==> config.mk <==
export PLATFORM = sky130hd
export DESIGN_NAME = sce_socket_cmd
export DESIGN_NICKNAME = d
export VERILOG_FILES = /design/src/inc/sce_pkg.sv /design/src/verilog/sce_event_flags.sv /design/src/verilog/sce_hw_addr_store.sv /design/src/verilog/sce_socket_cmd.sv
export SDC_FILE = /design/constraint.sdc
export NUM_CORES = 1
export LEC_CHECK = 0
export BUFFER_PORTS_ARGS = -buffer_cell sky130_fd_sc_hd__buf_2
export CORE_MARGIN = 3
export CORE_UTILIZATION = 51
export CTS_CLUSTER_DIAMETER = 50
export CTS_CLUSTER_SIZE = 12
export DETAILED_ROUTE_END_ITERATION = 7
export PLACE_DENSITY_LB_ADDON = 0.12
export SYNTH_ARGS = -nofsm -noshare
export SYNTH_HDL_FRONTEND = slang
export SYNTH_SLANG_ARGS = --single-unit
==> constraint.sdc <==
create_clock -name clk -period 7.9 [get_ports clk]
set_input_delay 1.58 -clock clk [delete_from_list [all_inputs] [get_ports clk]]
set_output_delay 1.58 -clock clk [all_outputs]
set_load 0.02 [all_outputs]
==> src/inc/sce_pkg.sv <==
// Constants and types for the socket command and event flag block.
// Assumes a single system clock and an attached network engine on the same clock.
package sce_pkg;

	// Register offsets.
	localparam logic [7:0] OFS_MODE      = 8'h00;
	localparam logic [7:0] OFS_CMD       = 8'h01;
	localparam logic [7:0] OFS_FLAGS     = 8'h02;
	localparam logic [7:0] OFS_STATE     = 8'h03;
	localparam logic [7:0] OFS_HWADDR_LO = 8'h06;
	localparam logic [7:0] OFS_HWADDR_HI = 8'h0B;
	localparam logic [7:0] OFS_TXRD_H    = 8'h22;
	localparam logic [7:0] OFS_TXRD_L    = 8'h23;
	localparam logic [7:0] OFS_TXWR_H    = 8'h24;
	localparam logic [7:0] OFS_TXWR_L    = 8'h25;
	localparam logic [7:0] OFS_RXRD_H    = 8'h28;
	localparam logic [7:0] OFS_RXRD_L    = 8'h29;
	localparam logic [7:0] OFS_MASK      = 8'h2C;

	// Reset values.
	localparam logic [7:0]  RST_MODE   = 8'h00;
	localparam logic [7:0]  RST_FLAGS  = 8'h00;
	localparam logic [7:0]  RST_MASK   = 8'hFF;
	localparam logic [47:0] RST_HWADDR = 48'hFFFF_FFFF_FFFF;
	localparam logic [15:0] RST_PTR    = 16'h0000;

	// Protocol field of the mode register.
	localparam logic [3:0] PROTO_TCP = 4'h1;
	localparam logic [3:0] PROTO_UDP = 4'h2;

	// Command codes.
	localparam logic [7:0] CMD_NONE      = 8'h00;
	localparam logic [7:0] CMD_GRACEFUL_DISCONNECT_CMD    = 8'h08;
	localparam logic [7:0] CMD_CLOSE     = 8'h10;
	localparam logic [7:0] CMD_SEND      = 8'h20;
	localparam logic [7:0] CMD_SEND_NOAR = 8'h21;
	localparam logic [7:0] CMD_KEEPALIVE = 8'h22;
	localparam logic [7:0] CMD_RECEIVE_COMPLETE_CMD_DONE = 8'h40;

	// Socket state codes.
	localparam logic [7:0] ST_RELEASED   = 8'h00;
	localparam logic [7:0] ST_CONNECTED  = 8'h17;
	localparam logic [7:0] ST_FIN_WAIT   = 8'h18;
	localparam logic [7:0] ST_CLOSE_WAIT = 8'h1C;
	localparam logic [7:0] ST_LAST_ACK   = 8'h1D;

	// Event flag bit positions.
	localparam int FLAG_CONNECTED  = 0;
	localparam int FLAG_PEER_DISC  = 1;
	localparam int FLAG_RECEIVE    = 2;
	localparam int FLAG_TIMEOUT    = 3;
	localparam int FLAG_TX_DONE    = 4;
	localparam int FLAG_COUNT      = 5;

	// Length of a keep-alive probe in bytes.
	localparam logic [15:0] KEEPALIVE_LEN = 16'h0001;

	// Events reported by the network engine, one-cycle pulses.
	typedef struct packed {
		logic connectOk;
		logic finRcvd;
		logic finAckRcvd;
		logic rstRcvd;
		logic dataRcvd;
		logic arpDone;
		logic arpTimeout;
		logic tcpTimeout;
		logic sendDone;
		logic keepAck;
	} sce_net_evt_t;

	// Requests to the network engine; the strobes are one-cycle pulses.
	typedef struct packed {
		logic        finReq;
		logic        arpReq;
		logic        sendReq;
		logic        skipResolve;
		logic        keepReq;
		logic        rxRelease;
		logic [15:0] sendFrom;
		logic [15:0] sendTo;
		logic [15:0] rxReadPtr;
		logic [47:0] peerHwAddr;
	} sce_net_req_t;

	// Operation in progress.
	typedef enum logic [2:0] {
		OP_IDLE,
		OP_ARP,
		OP_SEND,
		OP_TEARDOWN,
		OP_KEEP
	} sce_op_t;

endpackage

==> src/verilog/sce_event_flags.sv <==
// Write-one-to-clear event flags gated by a mask.
// Assumes events and clear strobes come from logic on the same clock.
`timescale 1ns/100ps
`default_nettype none
module sce_event_flags #(
	parameter int FLAGS = 5
) (
	input  wire logic             clk,
	input  wire logic             reset,
	input  wire logic [FLAGS-1:0] eventIn,
	input  wire logic [FLAGS-1:0] mask,
	input  wire logic             clearWrite,
	input  wire logic [FLAGS-1:0] clearBits,
	output var  logic [FLAGS-1:0] flags
);
	if (FLAGS < 1 || FLAGS > 8) begin : g_bad
		$error("FLAGS must lie between 1 and 8.");
	end

	for (genvar i = 0; i < FLAGS; i++) begin : g_flag
		// Set wins over a clear in the same cycle.
		always_ff @(posedge clk or posedge reset) begin
			if (reset) begin
				flags[i] <= 1'b0;
			end else if (eventIn[i] && mask[i]) begin
				flags[i] <= 1'b1;
			end else if (clearWrite && clearBits[i]) begin
				flags[i] <= 1'b0;
			end
		end

		chk_flag_masked_set: assert property (@(posedge clk) disable iff (reset)
			(eventIn[i] && mask[i]) |=> flags[i])
			else $error("Unmasked event did not set its flag.");
		chk_flag_wone_clear: assert property (@(posedge clk) disable iff (reset)
			(clearWrite && clearBits[i] && !(eventIn[i] && mask[i])) |=> !flags[i])
			else $error("Write of one did not clear the flag.");
		chk_flag_no_spurious: assert property (@(posedge clk) disable iff (reset)
			(!flags[i] && !(eventIn[i] && mask[i])) |=> !flags[i])
			else $error("Flag rose without an unmasked event.");
	end
endmodule // sce_event_flags
`default_nettype wire

==> src/verilog/sce_hw_addr_store.sv <==
// Byte-writable store for the destination hardware address.
// Assumes byte writes arrive from the register port on the same clock.
`timescale 1ns/100ps
`default_nettype none
module sce_hw_addr_store #(
	parameter int BYTES = 6
) (
	input  wire logic               clk,
	input  wire logic               reset,
	input  wire logic [BYTES-1:0]   byteWrite,
	input  wire logic [7:0]         wdata,
	output var  logic [BYTES*8-1:0] hwAddr
);
	import sce_pkg::*;

	if (BYTES != 6) begin : g_bad
		$error("BYTES must be 6.");
	end

	// Byte 0 is the first on the wire and sits in the top bits.
	for (genvar i = 0; i < BYTES; i++) begin : g_byte
		always_ff @(posedge clk or posedge reset) begin
			if (reset) begin
				hwAddr[(BYTES-1-i)*8 +: 8] <= RST_HWADDR[(BYTES-1-i)*8 +: 8];
			end else if (byteWrite[i]) begin
				hwAddr[(BYTES-1-i)*8 +: 8] <= wdata;
			end
		end
	end
endmodule // sce_hw_addr_store
`default_nettype wire

==> src/verilog/sce_socket_cmd.sv <==
// Socket command executor with socket state and event flags.
// Assumes a register port behind the serial host bus and a network engine on the same clock.
//
// What this block does
// - Graceful disconnect 0x08 runs teardown in TCP mode only, server or client.
// - Active teardown sends a FIN to the connected peer.
// - Passive teardown answers a received FIN with our own FIN.
// - Teardown success on FIN/ACK moves socket state to released.
// - Teardown failure by TCP timeout sets flag bit 3 and releases the socket.
// - Immediate close 0x10 releases the socket at once, no packet exchange.
// - A received RST releases the socket unconditionally.
// - Transmit 0x20 sends all buffered data between read and write pointers.
// - Normal transmit resolves the hardware address first.
// - Transmit 0x21 in UDP only skips resolution, uses host-set peer address.
// - Keep-alive 0x22 in TCP only sends a one-byte probe.
// - Unanswered keep-alive terminates the connection and raises the timeout flag.
// - Receive-complete 0x40 releases received data up to the host read pointer.
// - A flag sets on its event only while its mask bit is one.
// - Writing one to a flag bit clears exactly that bit.
// - Transmit completion sets flag bit 4.
// - Address resolution or TCP retry timeout sets flag bit 3.
// - Every data arrival sets flag bit 2.
// - A received FIN or FIN/ACK sets flag bit 1.
// - Entering the connected state sets flag bit 0 once.
// - Released state reads as 0x00 after disconnect, close or timeout.
// - Connected state reads as 0x17 after accepted SYN or successful connect.
`timescale 1ns/100ps
`default_nettype none
module sce_socket_cmd (
	input  wire logic                  clk,
	input  wire logic                  reset,
	input  wire logic [7:0]            regAddr,
	input  wire logic                  regWrite,
	input  wire logic                  regRead,
	input  wire logic [7:0]            regWdata,
	output var  logic [7:0]            regRdata,
	output var  logic                  regRvalid,
	input  wire sce_pkg::sce_net_evt_t netEvent,
	input  wire logic [15:0]           txReadPtr,
	output var  sce_pkg::sce_net_req_t netReq
);
	import sce_pkg::*;

	logic [7:0]           modeReg;
	logic [7:0]           cmdReg;
	logic [7:0]           maskReg;
	logic [7:0]           socketState;
	logic [15:0]          txWritePtr;
	logic [15:0]          rxReadPtr;
	logic [47:0]          peerHwAddr;
	logic [FLAG_COUNT-1:0] flags;
	logic [FLAG_COUNT-1:0] flagEvents;
	logic [5:0]           hwByteWrite;
	sce_op_t              opState;
	logic                 isTcp;
	logic                 isUdp;
	logic                 cmdTake;
	logic                 closeTake;
	logic                 wrFlags;

	assign isTcp = (modeReg[3:0] == PROTO_TCP);
	assign isUdp = (modeReg[3:0] == PROTO_UDP);
	// Close is taken even while another command runs; others wait for idle.
	assign closeTake = (cmdReg == CMD_CLOSE);
	assign cmdTake   = (cmdReg != CMD_NONE) && (opState == OP_IDLE);
	assign wrFlags   = regWrite && (regAddr == OFS_FLAGS);

	// Host-written configuration registers.
	always_ff @(posedge clk or posedge reset) begin
		if (reset) begin
			modeReg    <= RST_MODE;
			maskReg    <= RST_MASK;
			txWritePtr <= RST_PTR;
			rxReadPtr  <= RST_PTR;
		end else if (regWrite) begin
			unique case (regAddr)
				OFS_MODE:   modeReg           <= regWdata;
				OFS_MASK:   maskReg           <= regWdata;
				OFS_TXWR_H: txWritePtr[15:8]  <= regWdata;
				OFS_TXWR_L: txWritePtr[7:0]   <= regWdata;
				OFS_RXRD_H: rxReadPtr[15:8]   <= regWdata;
				OFS_RXRD_L: rxReadPtr[7:0]    <= regWdata;
				default: begin
				end
			endcase
		end
	end

	// Command register reads nonzero until the command is taken.
	always_ff @(posedge clk or posedge reset) begin
		if (reset) begin
			cmdReg <= CMD_NONE;
		end else if (regWrite && regAddr == OFS_CMD) begin
			cmdReg <= regWdata;
		end else if (cmdTake || closeTake) begin
			cmdReg <= CMD_NONE;
		end
	end

	for (genvar i = 0; i < 6; i++) begin : g_hwsel
		assign hwByteWrite[i] = regWrite && (regAddr == OFS_HWADDR_LO + 8'(i));
	end

	sce_hw_addr_store #(
		.BYTES (6)
	) u_hw_addr (
		.clk       (clk),
		.reset     (reset),
		.byteWrite (hwByteWrite),
		.wdata     (regWdata),
		.hwAddr    (peerHwAddr)
	);

	// Operation sequencer.
	always_ff @(posedge clk or posedge reset) begin
		if (reset) begin
			opState <= OP_IDLE;
		end else if (netEvent.rstRcvd || closeTake) begin
			opState <= OP_IDLE;
		end else begin
			unique case (opState)
				OP_IDLE: begin
					if (cmdTake) begin
						if (cmdReg == CMD_GRACEFUL_DISCONNECT_CMD && isTcp) begin
							opState <= OP_TEARDOWN;
						end else if (cmdReg == CMD_SEND) begin
							opState <= OP_ARP;
						end else if (cmdReg == CMD_SEND_NOAR && isUdp) begin
							opState <= OP_SEND;
						end else if (cmdReg == CMD_KEEPALIVE && isTcp) begin
							opState <= OP_KEEP;
						end
					end
				end
				OP_ARP: begin
					if (netEvent.arpTimeout) begin
						opState <= OP_IDLE;
					end else if (netEvent.arpDone) begin
						opState <= OP_SEND;
					end
				end
				OP_SEND: begin
					if (netEvent.sendDone || netEvent.tcpTimeout) begin
						opState <= OP_IDLE;
					end
				end
				OP_TEARDOWN: begin
					if (netEvent.finAckRcvd || netEvent.tcpTimeout) begin
						opState <= OP_IDLE;
					end
				end
				OP_KEEP: begin
					if (netEvent.keepAck || netEvent.tcpTimeout) begin
						opState <= OP_IDLE;
					end
				end
			endcase
		end
	end

	// Socket state register.
	always_ff @(posedge clk or posedge reset) begin
		if (reset) begin
			socketState <= ST_RELEASED;
		end else if (netEvent.rstRcvd || closeTake) begin
			socketState <= ST_RELEASED;
		end else if (netEvent.tcpTimeout) begin
			socketState <= ST_RELEASED;
		end else if (opState == OP_TEARDOWN && netEvent.finAckRcvd) begin
			socketState <= ST_RELEASED;
		end else if (cmdTake && cmdReg == CMD_GRACEFUL_DISCONNECT_CMD && isTcp) begin
			if (socketState == ST_CLOSE_WAIT) begin
				socketState <= ST_LAST_ACK;
			end else begin
				socketState <= ST_FIN_WAIT;
			end
		end else if (netEvent.connectOk) begin
			socketState <= ST_CONNECTED;
		end else if (netEvent.finRcvd && socketState == ST_CONNECTED) begin
			socketState <= ST_CLOSE_WAIT;
		end
	end

	// Requests to the network engine.
	always_ff @(posedge clk or posedge reset) begin
		if (reset) begin
			netReq <= '0;
		end else begin
			netReq.finReq      <= 1'b0;
			netReq.arpReq      <= 1'b0;
			netReq.sendReq     <= 1'b0;
			netReq.skipResolve <= 1'b0;
			netReq.keepReq     <= 1'b0;
			netReq.rxRelease   <= 1'b0;
			netReq.peerHwAddr  <= peerHwAddr;
			if (cmdTake && !closeTake && !netEvent.rstRcvd) begin
				if (cmdReg == CMD_GRACEFUL_DISCONNECT_CMD && isTcp) begin
					netReq.finReq <= 1'b1;
				end else if (cmdReg == CMD_SEND) begin
					netReq.arpReq <= 1'b1;
				end else if (cmdReg == CMD_SEND_NOAR && isUdp) begin
					netReq.sendReq     <= 1'b1;
					netReq.skipResolve <= 1'b1;
					netReq.sendFrom    <= txReadPtr;
					netReq.sendTo      <= txWritePtr;
				end else if (cmdReg == CMD_KEEPALIVE && isTcp) begin
					netReq.keepReq  <= 1'b1;
					netReq.sendFrom <= txReadPtr;
					netReq.sendTo   <= txReadPtr + KEEPALIVE_LEN;
				end else if (cmdReg == CMD_RECEIVE_COMPLETE_CMD_DONE) begin
					netReq.rxRelease <= 1'b1;
					netReq.rxReadPtr <= rxReadPtr;
				end
			end else if (opState == OP_ARP && netEvent.arpDone && !netEvent.arpTimeout
				&& !closeTake && !netEvent.rstRcvd) begin
				netReq.sendReq  <= 1'b1;
				netReq.sendFrom <= txReadPtr;
				netReq.sendTo   <= txWritePtr;
			end
		end
	end

	// Event sources for the flag register.
	always_comb begin
		flagEvents                 = '0;
		flagEvents[FLAG_CONNECTED] = netEvent.connectOk && socketState != ST_CONNECTED;
		flagEvents[FLAG_PEER_DISC] = netEvent.finRcvd || netEvent.finAckRcvd;
		flagEvents[FLAG_RECEIVE]   = netEvent.dataRcvd;
		flagEvents[FLAG_TIMEOUT]   = netEvent.arpTimeout || netEvent.tcpTimeout;
		flagEvents[FLAG_TX_DONE]   = netEvent.sendDone && opState == OP_SEND;
	end

	sce_event_flags #(
		.FLAGS (FLAG_COUNT)
	) u_flags (
		.clk        (clk),
		.reset      (reset),
		.eventIn    (flagEvents),
		.mask       (maskReg[FLAG_COUNT-1:0]),
		.clearWrite (wrFlags),
		.clearBits  (regWdata[FLAG_COUNT-1:0]),
		.flags      (flags)
	);

	// Register read port; unmapped addresses read zero.
	always_ff @(posedge clk or posedge reset) begin
		if (reset) begin
			regRdata  <= 8'h00;
			regRvalid <= 1'b0;
		end else begin
			regRvalid <= regRead;
			if (regRead) begin
				if (regAddr >= OFS_HWADDR_LO && regAddr <= OFS_HWADDR_HI) begin
					regRdata <= peerHwAddr[8'(8'd5 - (regAddr - OFS_HWADDR_LO)) * 8 +: 8];
				end else begin
					unique case (regAddr)
						OFS_MODE:   regRdata <= modeReg;
						OFS_CMD:    regRdata <= cmdReg;
						OFS_FLAGS:  regRdata <= {{(8 - FLAG_COUNT){1'b0}}, flags};
						OFS_STATE:  regRdata <= socketState;
						OFS_MASK:   regRdata <= maskReg;
						OFS_TXRD_H: regRdata <= txReadPtr[15:8];
						OFS_TXRD_L: regRdata <= txReadPtr[7:0];
						OFS_TXWR_H: regRdata <= txWritePtr[15:8];
						OFS_TXWR_L: regRdata <= txWritePtr[7:0];
						OFS_RXRD_H: regRdata <= rxReadPtr[15:8];
						OFS_RXRD_L: regRdata <= rxReadPtr[7:0];
						default:    regRdata <= 8'h00;
					endcase
				end
			end
		end
	end

	chk_graceful_disconnect_cmd_sends_fin: assert property (@(posedge clk) disable iff (reset)
		(cmdTake && cmdReg == CMD_GRACEFUL_DISCONNECT_CMD && isTcp && !netEvent.rstRcvd)
		|=> netReq.finReq && opState == OP_TEARDOWN)
		else $error("Graceful disconnect did not send FIN.");
	chk_graceful_disconnect_cmd_tcp_only: assert property (@(posedge clk) disable iff (reset)
		(cmdTake && cmdReg == CMD_GRACEFUL_DISCONNECT_CMD && !isTcp) |=> !netReq.finReq)
		else $error("Disconnect acted outside TCP mode.");
	chk_teardown_release: assert property (@(posedge clk) disable iff (reset)
		(opState == OP_TEARDOWN && netEvent.finAckRcvd) |=> socketState == ST_RELEASED)
		else $error("FIN/ACK did not release the socket.");
	chk_tcp_timeout: assert property (@(posedge clk) disable iff (reset)
		(netEvent.tcpTimeout && maskReg[FLAG_TIMEOUT])
		|=> socketState == ST_RELEASED && flags[FLAG_TIMEOUT])
		else $error("TCP timeout did not release and flag.");
	chk_close_release: assert property (@(posedge clk) disable iff (reset)
		closeTake |=> socketState == ST_RELEASED && !netReq.finReq && opState == OP_IDLE)
		else $error("Close did not release at once.");
	chk_rst_release: assert property (@(posedge clk) disable iff (reset)
		netEvent.rstRcvd |=> socketState == ST_RELEASED)
		else $error("RST did not release the socket.");
	chk_send_resolves: assert property (@(posedge clk) disable iff (reset)
		(cmdTake && cmdReg == CMD_SEND && !closeTake && !netEvent.rstRcvd)
		|=> netReq.arpReq && !netReq.sendReq)
		else $error("Send skipped address resolution.");
	chk_noar_skips: assert property (@(posedge clk) disable iff (reset)
		(cmdTake && cmdReg == CMD_SEND_NOAR && isUdp && !netEvent.rstRcvd)
		|=> netReq.sendReq && netReq.skipResolve && !netReq.arpReq
			&& netReq.peerHwAddr == $past(peerHwAddr))
		else $error("Send without resolution misbehaved.");
	chk_keep_one_byte: assert property (@(posedge clk) disable iff (reset)
		netReq.keepReq |-> netReq.sendTo == netReq.sendFrom + KEEPALIVE_LEN)
		else $error("Keep-alive probe is not one byte.");
	chk_receive_complete_cmd_pointer: assert property (@(posedge clk) disable iff (reset)
		(cmdTake && cmdReg == CMD_RECEIVE_COMPLETE_CMD_DONE && !netEvent.rstRcvd)
		|=> netReq.rxRelease && netReq.rxReadPtr == $past(rxReadPtr))
		else $error("Receive-complete used a wrong pointer.");
	chk_connected_code: assert property (@(posedge clk) disable iff (reset)
		(netEvent.connectOk && !netEvent.rstRcvd && !closeTake && !netEvent.tcpTimeout
			&& !(cmdTake && cmdReg == CMD_GRACEFUL_DISCONNECT_CMD && isTcp)
			&& !(opState == OP_TEARDOWN && netEvent.finAckRcvd))
		|=> socketState == ST_CONNECTED)
		else $error("Connect did not reach the connected state.");
	chk_txdone_flag: assert property (@(posedge clk) disable iff (reset)
		(opState == OP_SEND && netEvent.sendDone && maskReg[FLAG_TX_DONE])
		|=> flags[FLAG_TX_DONE] && opState == OP_IDLE)
		else $error("Transmit completion not flagged.");
	chk_passive_last_ack: assert property (@(posedge clk) disable iff (reset)
		(cmdTake && cmdReg == CMD_GRACEFUL_DISCONNECT_CMD && isTcp && socketState == ST_CLOSE_WAIT
			&& !netEvent.rstRcvd && !netEvent.tcpTimeout)
		|=> socketState == ST_LAST_ACK && netReq.finReq)
		else $error("Passive teardown did not answer with FIN.");
	chk_noar_udp_only: assert property (@(posedge clk) disable iff (reset)
		(cmdTake && cmdReg == CMD_SEND_NOAR && !isUdp) |=> !netReq.sendReq)
		else $error("Send without resolution acted outside UDP mode.");
	chk_keep_tcp_only: assert property (@(posedge clk) disable iff (reset)
		(cmdTake && cmdReg == CMD_KEEPALIVE && !isTcp) |=> !netReq.keepReq)
		else $error("Keep-alive acted outside TCP mode.");
	chk_keep_timeout: assert property (@(posedge clk) disable iff (reset)
		(opState == OP_KEEP && netEvent.tcpTimeout) |=> socketState == ST_RELEASED && opState == OP_IDLE)
		else $error("Unanswered keep-alive did not end the connection.");
	chk_connect_flag_once: assert property (@(posedge clk) disable iff (reset)
		(netEvent.connectOk && socketState == ST_CONNECTED && !flags[FLAG_CONNECTED]) |=> !flags[FLAG_CONNECTED])
		else $error("Connected flag set twice for one connection.");
	chk_arp_timeout_flag: assert property (@(posedge clk) disable iff (reset)
		(netEvent.arpTimeout && maskReg[FLAG_TIMEOUT]) |=> flags[FLAG_TIMEOUT])
		else $error("Resolution timeout not flagged.");
	chk_rx_flag: assert property (@(posedge clk) disable iff (reset)
		(netEvent.dataRcvd && maskReg[FLAG_RECEIVE]) |=> flags[FLAG_RECEIVE])
		else $error("Data arrival not flagged.");
	chk_disc_flag: assert property (@(posedge clk) disable iff (reset)
		((netEvent.finRcvd || netEvent.finAckRcvd) && maskReg[FLAG_PEER_DISC]) |=> flags[FLAG_PEER_DISC])
		else $error("Peer disconnect not flagged.");
endmodule // sce_socket_cmd
`default_nettype wire

==> results.tsv, run 1 <==
metric	value	unit
Worst Tran Pin Value	1.011	ns
area leader, netlist	dfrtp_1	
routed vias	7120	
total grt overflow	0	
worst r2r path cells	6	
post-synthesis sequential area ratio	57.40	%
CP Capture Type	flop	
most common cell after layout, fill and taps aside	dfrtp_1	
post-synth top area share	42.78	%
antenna violations before repair	2	
Vias/cell	5.948	
CP max FO	40	
Total GRT Usage	25.34	%
Synth warnings	0	
Synth area leaders	dfrtp_1 43%, dfstp_2 15%, mux2_2 14%, mux2_4 2.2%, nand2_1 2.0%	
period utilization	44.64	%
Pleak	5.763	nW
clock slew seen by the registers of the worst setup and hold paths	0.06	ns
cts hold-fix bufs	0	
DRT iter0 DRCs	781	
CP max-delay cell	buf_4	
achievable clock frequency	283.6	MHz
antenna viol nets, final	0	
FP Rows	50	
dpl hpwl	19.17	mm
Resize count post-CTS	0	
Crit path largest cell delay	0.46	ns
n_diodes	0	
RSZ-0062 raised after global routing	no	
worst min-delay path startpoint	u_hw_addr.hwAddr[26]	
Post-CTS Setup Inserts	0	
critical path arrival	3.92	ns
DR pass1 iterations	7	
Min-Delay Endpoint	netReq[26]	
Initial Utilization	52.91	%
Root Driver	clkbuf_16	
Distinct cells, synth	66	
syn avg cell area	13.05	um2
die height	146.5	um
die area	0.02145	mm2
Fin. Hold Viols	0	
CTS tree	yes	
first-pass GRT wire length	43.02	mm
highest-count cells in the layout ignoring fill and taps	172 x dfrtp_1, 156 x buf_2, 122 x mux2_2	
Ports	157	
average wire per standard cell	22.62	um
Worst VDD drop	0.1573	mV
input/output buffers	156	
Post-synth EDFFs	0	
ys flop type	dfrtp_1	
worst path bufs/invs	2	
min-delay worst type	reg2reg	
Max-cap violations	0	
total negative slack	0	ns
largest net degree at the start of global routing	105	
multi-input logic area	0.004026	mm2
vias in the first global route	7161	
core area	0.01902	mm2
setup violators final	0	
Worst R2R End	netReq[65]	
worst path cell trace	buf_2 > buf_4 > nor2_1 > and2_1 > a22o_1 > a22o_1 > a311oi_1 > o221ai_1	
routability cong.	0.9583	
net count reported at finish	970	
r2r startpoint	opState[1]	
Clock Tree Buf Depth	3	
Critical Path Start Type	primary input	
CTS HTree Levels	1	
Syn Inst Count	771	
post-route cell area	0.01182	mm2
post-route minimum period	3.526	ns
share of post-route cells with drive strength above 1	44.29	%
r2r setup slk	5.28	ns
register area	0.005776	mm2
critical path required time	8.29	ns
Fin Clk Skew	0.01551	ns
Yosys reg bits	228	
fin. max-slew vios	0	
Die Wd	146.5	um
Min-Delay Path Depth	0	
power density cells	222.0	mW/mm2
worst skew pair latency	0.53	ns
area post-placement	0.01100	mm2
CTS sink cnt	228	
Area growth syn-to-layout	17.51	%
mapped cell area	0.01006	mm2
cell mode on critical path	a22o_1	
post-route insts no fill	1197	
CP top delay family	compound AO/OA/AOI/OAI gates	
final WL	27.08	mm
final hold slack	0.4024	ns
CP Class	in2reg	
filler instances	1541	
cell count after placement	1151	
Slew HR	32.37	%
DR DRC count	0	
outcome	finished, final reports clean	
Syn Nets	823	
Final Core Density	62.17	%
post-synthesis async set-or-reset flop share	100.0	%
number of CTS-inserted buffers	25	
[flip-flops by register name, summed over array words and instances (netlist names)]
| register | count |
|---|---|
| rxReadPtr | 16 |
| socketState | 5 |
| regRdata | 8 |
| regRvalid | 1 |
| modeReg | 8 |
| cmdReg | 8 |
| maskReg | 8 |
| txWritePtr | 16 |
| opState | 3 |
| u_flags.flags | 5 |
| u_hw_addr.hwAddr | 48 |
| netReq | 102 |
[kinds of logic (layout without fill, tap and decap cells)]
logic type,count (synthesis),in the layout,synth area share (%)
AO/OA/AOI/OAI,138,138,10.13
XOR/XNOR,14,14,1.219
adder cells (fa/ha/maj),6,6,0.7461
buffers and inverters,55,221,2.586
flip-flops,228,228,57.40
multiplexers,149,149,18.08
AND/OR/NAND/NOR,181,181,9.836
[metal layers]
| metal | GRT usage (%) | share of wire (%) | wire length [um] |
|---|---|---|---|
| met4 | 5.550 | 1.8 | 490 |
| met5 | 0 | 0.078 | 21 |
| met1 | 39.07 | 47 | 12780 |
| met3 | 4.966 | 6.8 | 1854 |
| met2 | 37.53 | 44 | 11940 |
[power by group]
part | total [W] | switching [W] | internal (W)
combinational | 0.000200 | 0.000129 | 0.0000710
clock | 0.00116 | 0.000466 | 0.000697
sequential | 0.00126 | 0.0000364 | 0.00123
total | 0.00263 | 0.000631 | 0.00199
[how the worst max path moves through the flow]
stage	from	to	slack, ns	depth (start not counted)
after global routing	regAddr[0]	regRdata[6]	4.27	8
after detailed placement	regAddr[0]	regRdata[6]	3.87	8
after CTS	regAddr[0]	regRdata[6]	4.42	8
after global placement	regAddr[0]	regRdata[6]	3.85	8
final	regAddr[0]	regRdata[6]	4.37	8
after floorplan	reset	cmdReg[0]	0.16	1
[cell usage after synthesis, types with 5 or more instances]
library cell  count
buf_6             5
inv_1            16
a21oi_1          20
clkbuf_1         23
nand4_1           7
nand3_1          20
nor3_1            8
mux2_4           15
o21ai_0          18
mux4_2            8
a221oi_1         10
mux2_2          122
nand2_1          54
a22oi_1          24
buf_2            10
nor2_1           27
a22o_1           22
o21ai_1           8
xor2_1            5
o221ai_1         10
xnor2_1           9
and3_1           14
nand2b_1          8
dfstp_2          56
dfrtp_1         172
ha_1              6
[metrics by stage]
stage | setup slack (ns) | power [W]
floorplan | 0.1648 | 0.001395
global placement | 3.847 | 0.001475
detailed placement | 3.867 | 0.001482
CTS | 4.419 | 0.002648
global route | 4.272 | 0.002726
finish | 4.374 | 0.002625
[layout make-up]
type | count | area share [%]
clock buffers | 40 | 6.106
well taps | 260 | 2.751
flip-flops and latches | 228 | 48.85
repair buffers | 159 | 6.794
multi-input cells | 488 | 34.05
inverters | 16 | 0.5714
clock inverters | 6 | 0.8783
Power figures use the tool's default switching activity.
==> inputs of run 2 (changes only) <==
==> constraint.sdc (replaced) <==
create_clock -name clk -period 3.2 [get_ports clk]
set_input_delay 0.64 -clock clk [delete_from_list [all_inputs] [get_ports clk]]
set_output_delay 0.64 -clock clk [all_outputs]
set_load 0.02 [all_outputs]
==> results.tsv, run 2 (synthesized netlist as in run 1, its figures left out) <==
metric	value	unit	change
DRT iter0 DRCs	628		was 781
number of CTS-inserted buffers	26		was 25
total grt overflow	0		unchanged
sequential share of power	48.1	%	about the same
max layer used	met4		was met5
dpl hpwl	20.34	mm	was 19.17 mm
core area	0.01902	mm2	unchanged
cell count after placement	1169		was 1151
CTS tree	yes		unchanged
dpl ws	0.4300	ns	was 3.867 ns
largest net degree at the start of global routing	54		was 105
Top Registers	netReq: 102 flops, u_hw_addr.hwAddr: 48 flops		unchanged
outcome	finished, final reports clean		unchanged
Resize count post-CTS	0		unchanged
die area	0.02145	mm2	unchanged
Sw Share	24.35	%	was 24.05%
DR DRC count	0		unchanged
setup violators final	0		unchanged
critical path arrival	2.96	ns	was 3.92 ns
Clock Tree Buf Depth	3		unchanged
fin. max-slew vios	0		unchanged
Total GRT Usage	25.95	%	was 25.34%
DR pass1 iterations	8		was 7
final hold slack	0.2780	ns	was 0.4024 ns
Root Driver	clkbuf_16		unchanged
first-pass GRT wire length	43.74	mm	was 43.02 mm
Worst Tran Pin Value	0.8383	ns	was 1.011 ns
routed length on met2	12.94	mm	was 11.94 mm
met1 wire length	12.90	mm	was 12.78 mm
Initial Utilization	52.91	%	unchanged
n_diodes	0		unchanged
Max-cap violations	0		unchanged
routability cong.	0.9221		was 0.9583
Crit path largest cell delay	0.68	ns	was 0.46 ns
input/output buffers	156		unchanged
Worst VDD drop	0.3719	mV	was 0.1573 mV
Fin Clk Skew	0.01833	ns	was 0.01551 ns
worst r2r path cells	7		was 6
worst skew pair latency	0.53	ns	about the same
Vias/cell	5.894		was 5.948
Area growth syn-to-layout	19.17	%	was 17.51%
average wire per standard cell	23.18	um	was 22.62 um
Ports	157		unchanged
total power	0.006487	W	was 0.002625 W
routed vias	7173		was 7120
RSZ-0062 raised after global routing	no		unchanged
CP top delay family	compound AO/OA/AOI/OAI gates		unchanged
Internal Pwr Total	0.004908	W	was 0.001994 W
CP Depth	7		was 8
worst path bufs/invs	1		was 2
FP Rows	50		unchanged
CP Class	reg2reg		was in2reg
cell mode on critical path	a21oi_1		was a22o_1
die height	146.5	um	unchanged
CP max FO	16		was 40
Slew HR	44.00	%	was 32.37%
antenna viol nets, final	0		unchanged
clock slew seen by the registers of the worst setup and hold paths	0.06	ns	about the same
Logic pwr share	7.9	%	was 7.6%
CP Capture Type	flop		unchanged
vias in the first global route	7457		was 7161
P_sw	0.001579	W	was 0.0006314 W
Clock power frac	44.0	%	was 44.3%
min-delay worst type	in2async		was reg2reg
Critical Path Start Type	flop		was primary input
Fin. Hold Viols	0		unchanged
CP max-delay cell	nor4bb_1		was buf_4
CTS HTree Levels	1		unchanged
Pleak	5.859	nW	was 5.763 nW
highest-count cells in the layout ignoring fill and taps	172 x dfrtp_1, 156 x buf_2, 122 x mux2_2		unchanged
period utilization	80.74	%	
cts hold-fix bufs	0		unchanged
Post-CTS Setup Inserts	0		unchanged
Final Core Density	63.05	%	was 62.17%
achievable clock frequency	387.0	MHz	
worst path cell trace	nor4bb_1 > a21oi_1 > o21ai_1 > nor2_1 > buf_4 > a221oi_1 > a21oi_1		was buf_2 > buf_4 > nor2_1 > and2_1 > a22o_1 > a22o_1 > a311oi_1 > o221ai_1
net count reported at finish	989		was 970
post-route minimum period	2.584	ns	
antenna violations before repair	0		was 2
post-route insts no fill	1217		was 1197
final worst slack	0.6162	ns	was 4.374 ns
CTS sink cnt	228		unchanged
share of post-route cells with drive strength above 1	45.25	%	was 44.29%
most common cell after layout, fill and taps aside	dfrtp_1		unchanged
critical path required time	3.57	ns	was 8.29 ns
final WL	28.21	mm	was 27.08 mm
Die Wd	146.5	um	unchanged
Largest register FFs	102		unchanged
met3 wire len	1.640	mm	was 1.854 mm
power density cells	541.0	mW/mm2	was 222.0 mW/mm2
Reg with most FFs	netReq		unchanged
-- run 2: stage by stage --
| step | TNS (ns) | cell area, um2 |
|---|---|---|
| 2_1_floorplan | -64.37 | 10070 |
| 3_3_place_gp | 0 | 11170 |
| 3_5_place_dp | 0 | 11170 |
| 4_1_cts | 0 | 11990 |
| 5_1_grt | 0 | 11990 |
| 6_report | 0 | 11990 |
-- run 2: worst paths after layout --
check                                     start                   end  slack [ns]
hold / removal                            reset            netReq[13]        0.28
max in group asynchronous                 reset  u_hw_addr.hwAddr[10]        2.02
setup / recovery                      cmdReg[1]            netReq[74]        0.62
hold reg to reg            u_hw_addr.hwAddr[27]            netReq[27]        0.40
setup reg to reg                      cmdReg[1]            netReq[74]        0.62
min in group clk                        regRead             regRvalid        0.35
-- run 2: power groups by stage --
| stage | registers (W) | clock network, W | logic (W) |
|---|---|---|---|
| 3_5_place_dp | 0.00316 | 0 | 0.000513 |
| 6_report | 0.00312 | 0.00286 | 0.000512 |
| 4_1_cts | 0.00312 | 0.00292 | 0.000515 |
| 3_3_place_gp | 0.00316 | 0 | 0.000498 |
| 5_1_grt | 0.00313 | 0.00306 | 0.000557 |
| 2_1_floorplan | 0.00317 | 0 | 0.000277 |
-- run 2: layout make-up --
type                       instances  area (um2)
inverter                          16       63.81
clock buffer                      39       699.4
multi-input combinational        488        4026
fill                            1521        7027
clock inverter                     9       125.1
tap                              260       325.3
sequential                       228        5776
timing repair buffer             177       975.9
-- run 2: routing by layer --
layer	GRT usage, %	vias to the layer above
met2	40.08	257
met3	4.190	56
met4	7.761	0
met1	38.21	3674
li1	-	3186
met5	0	-
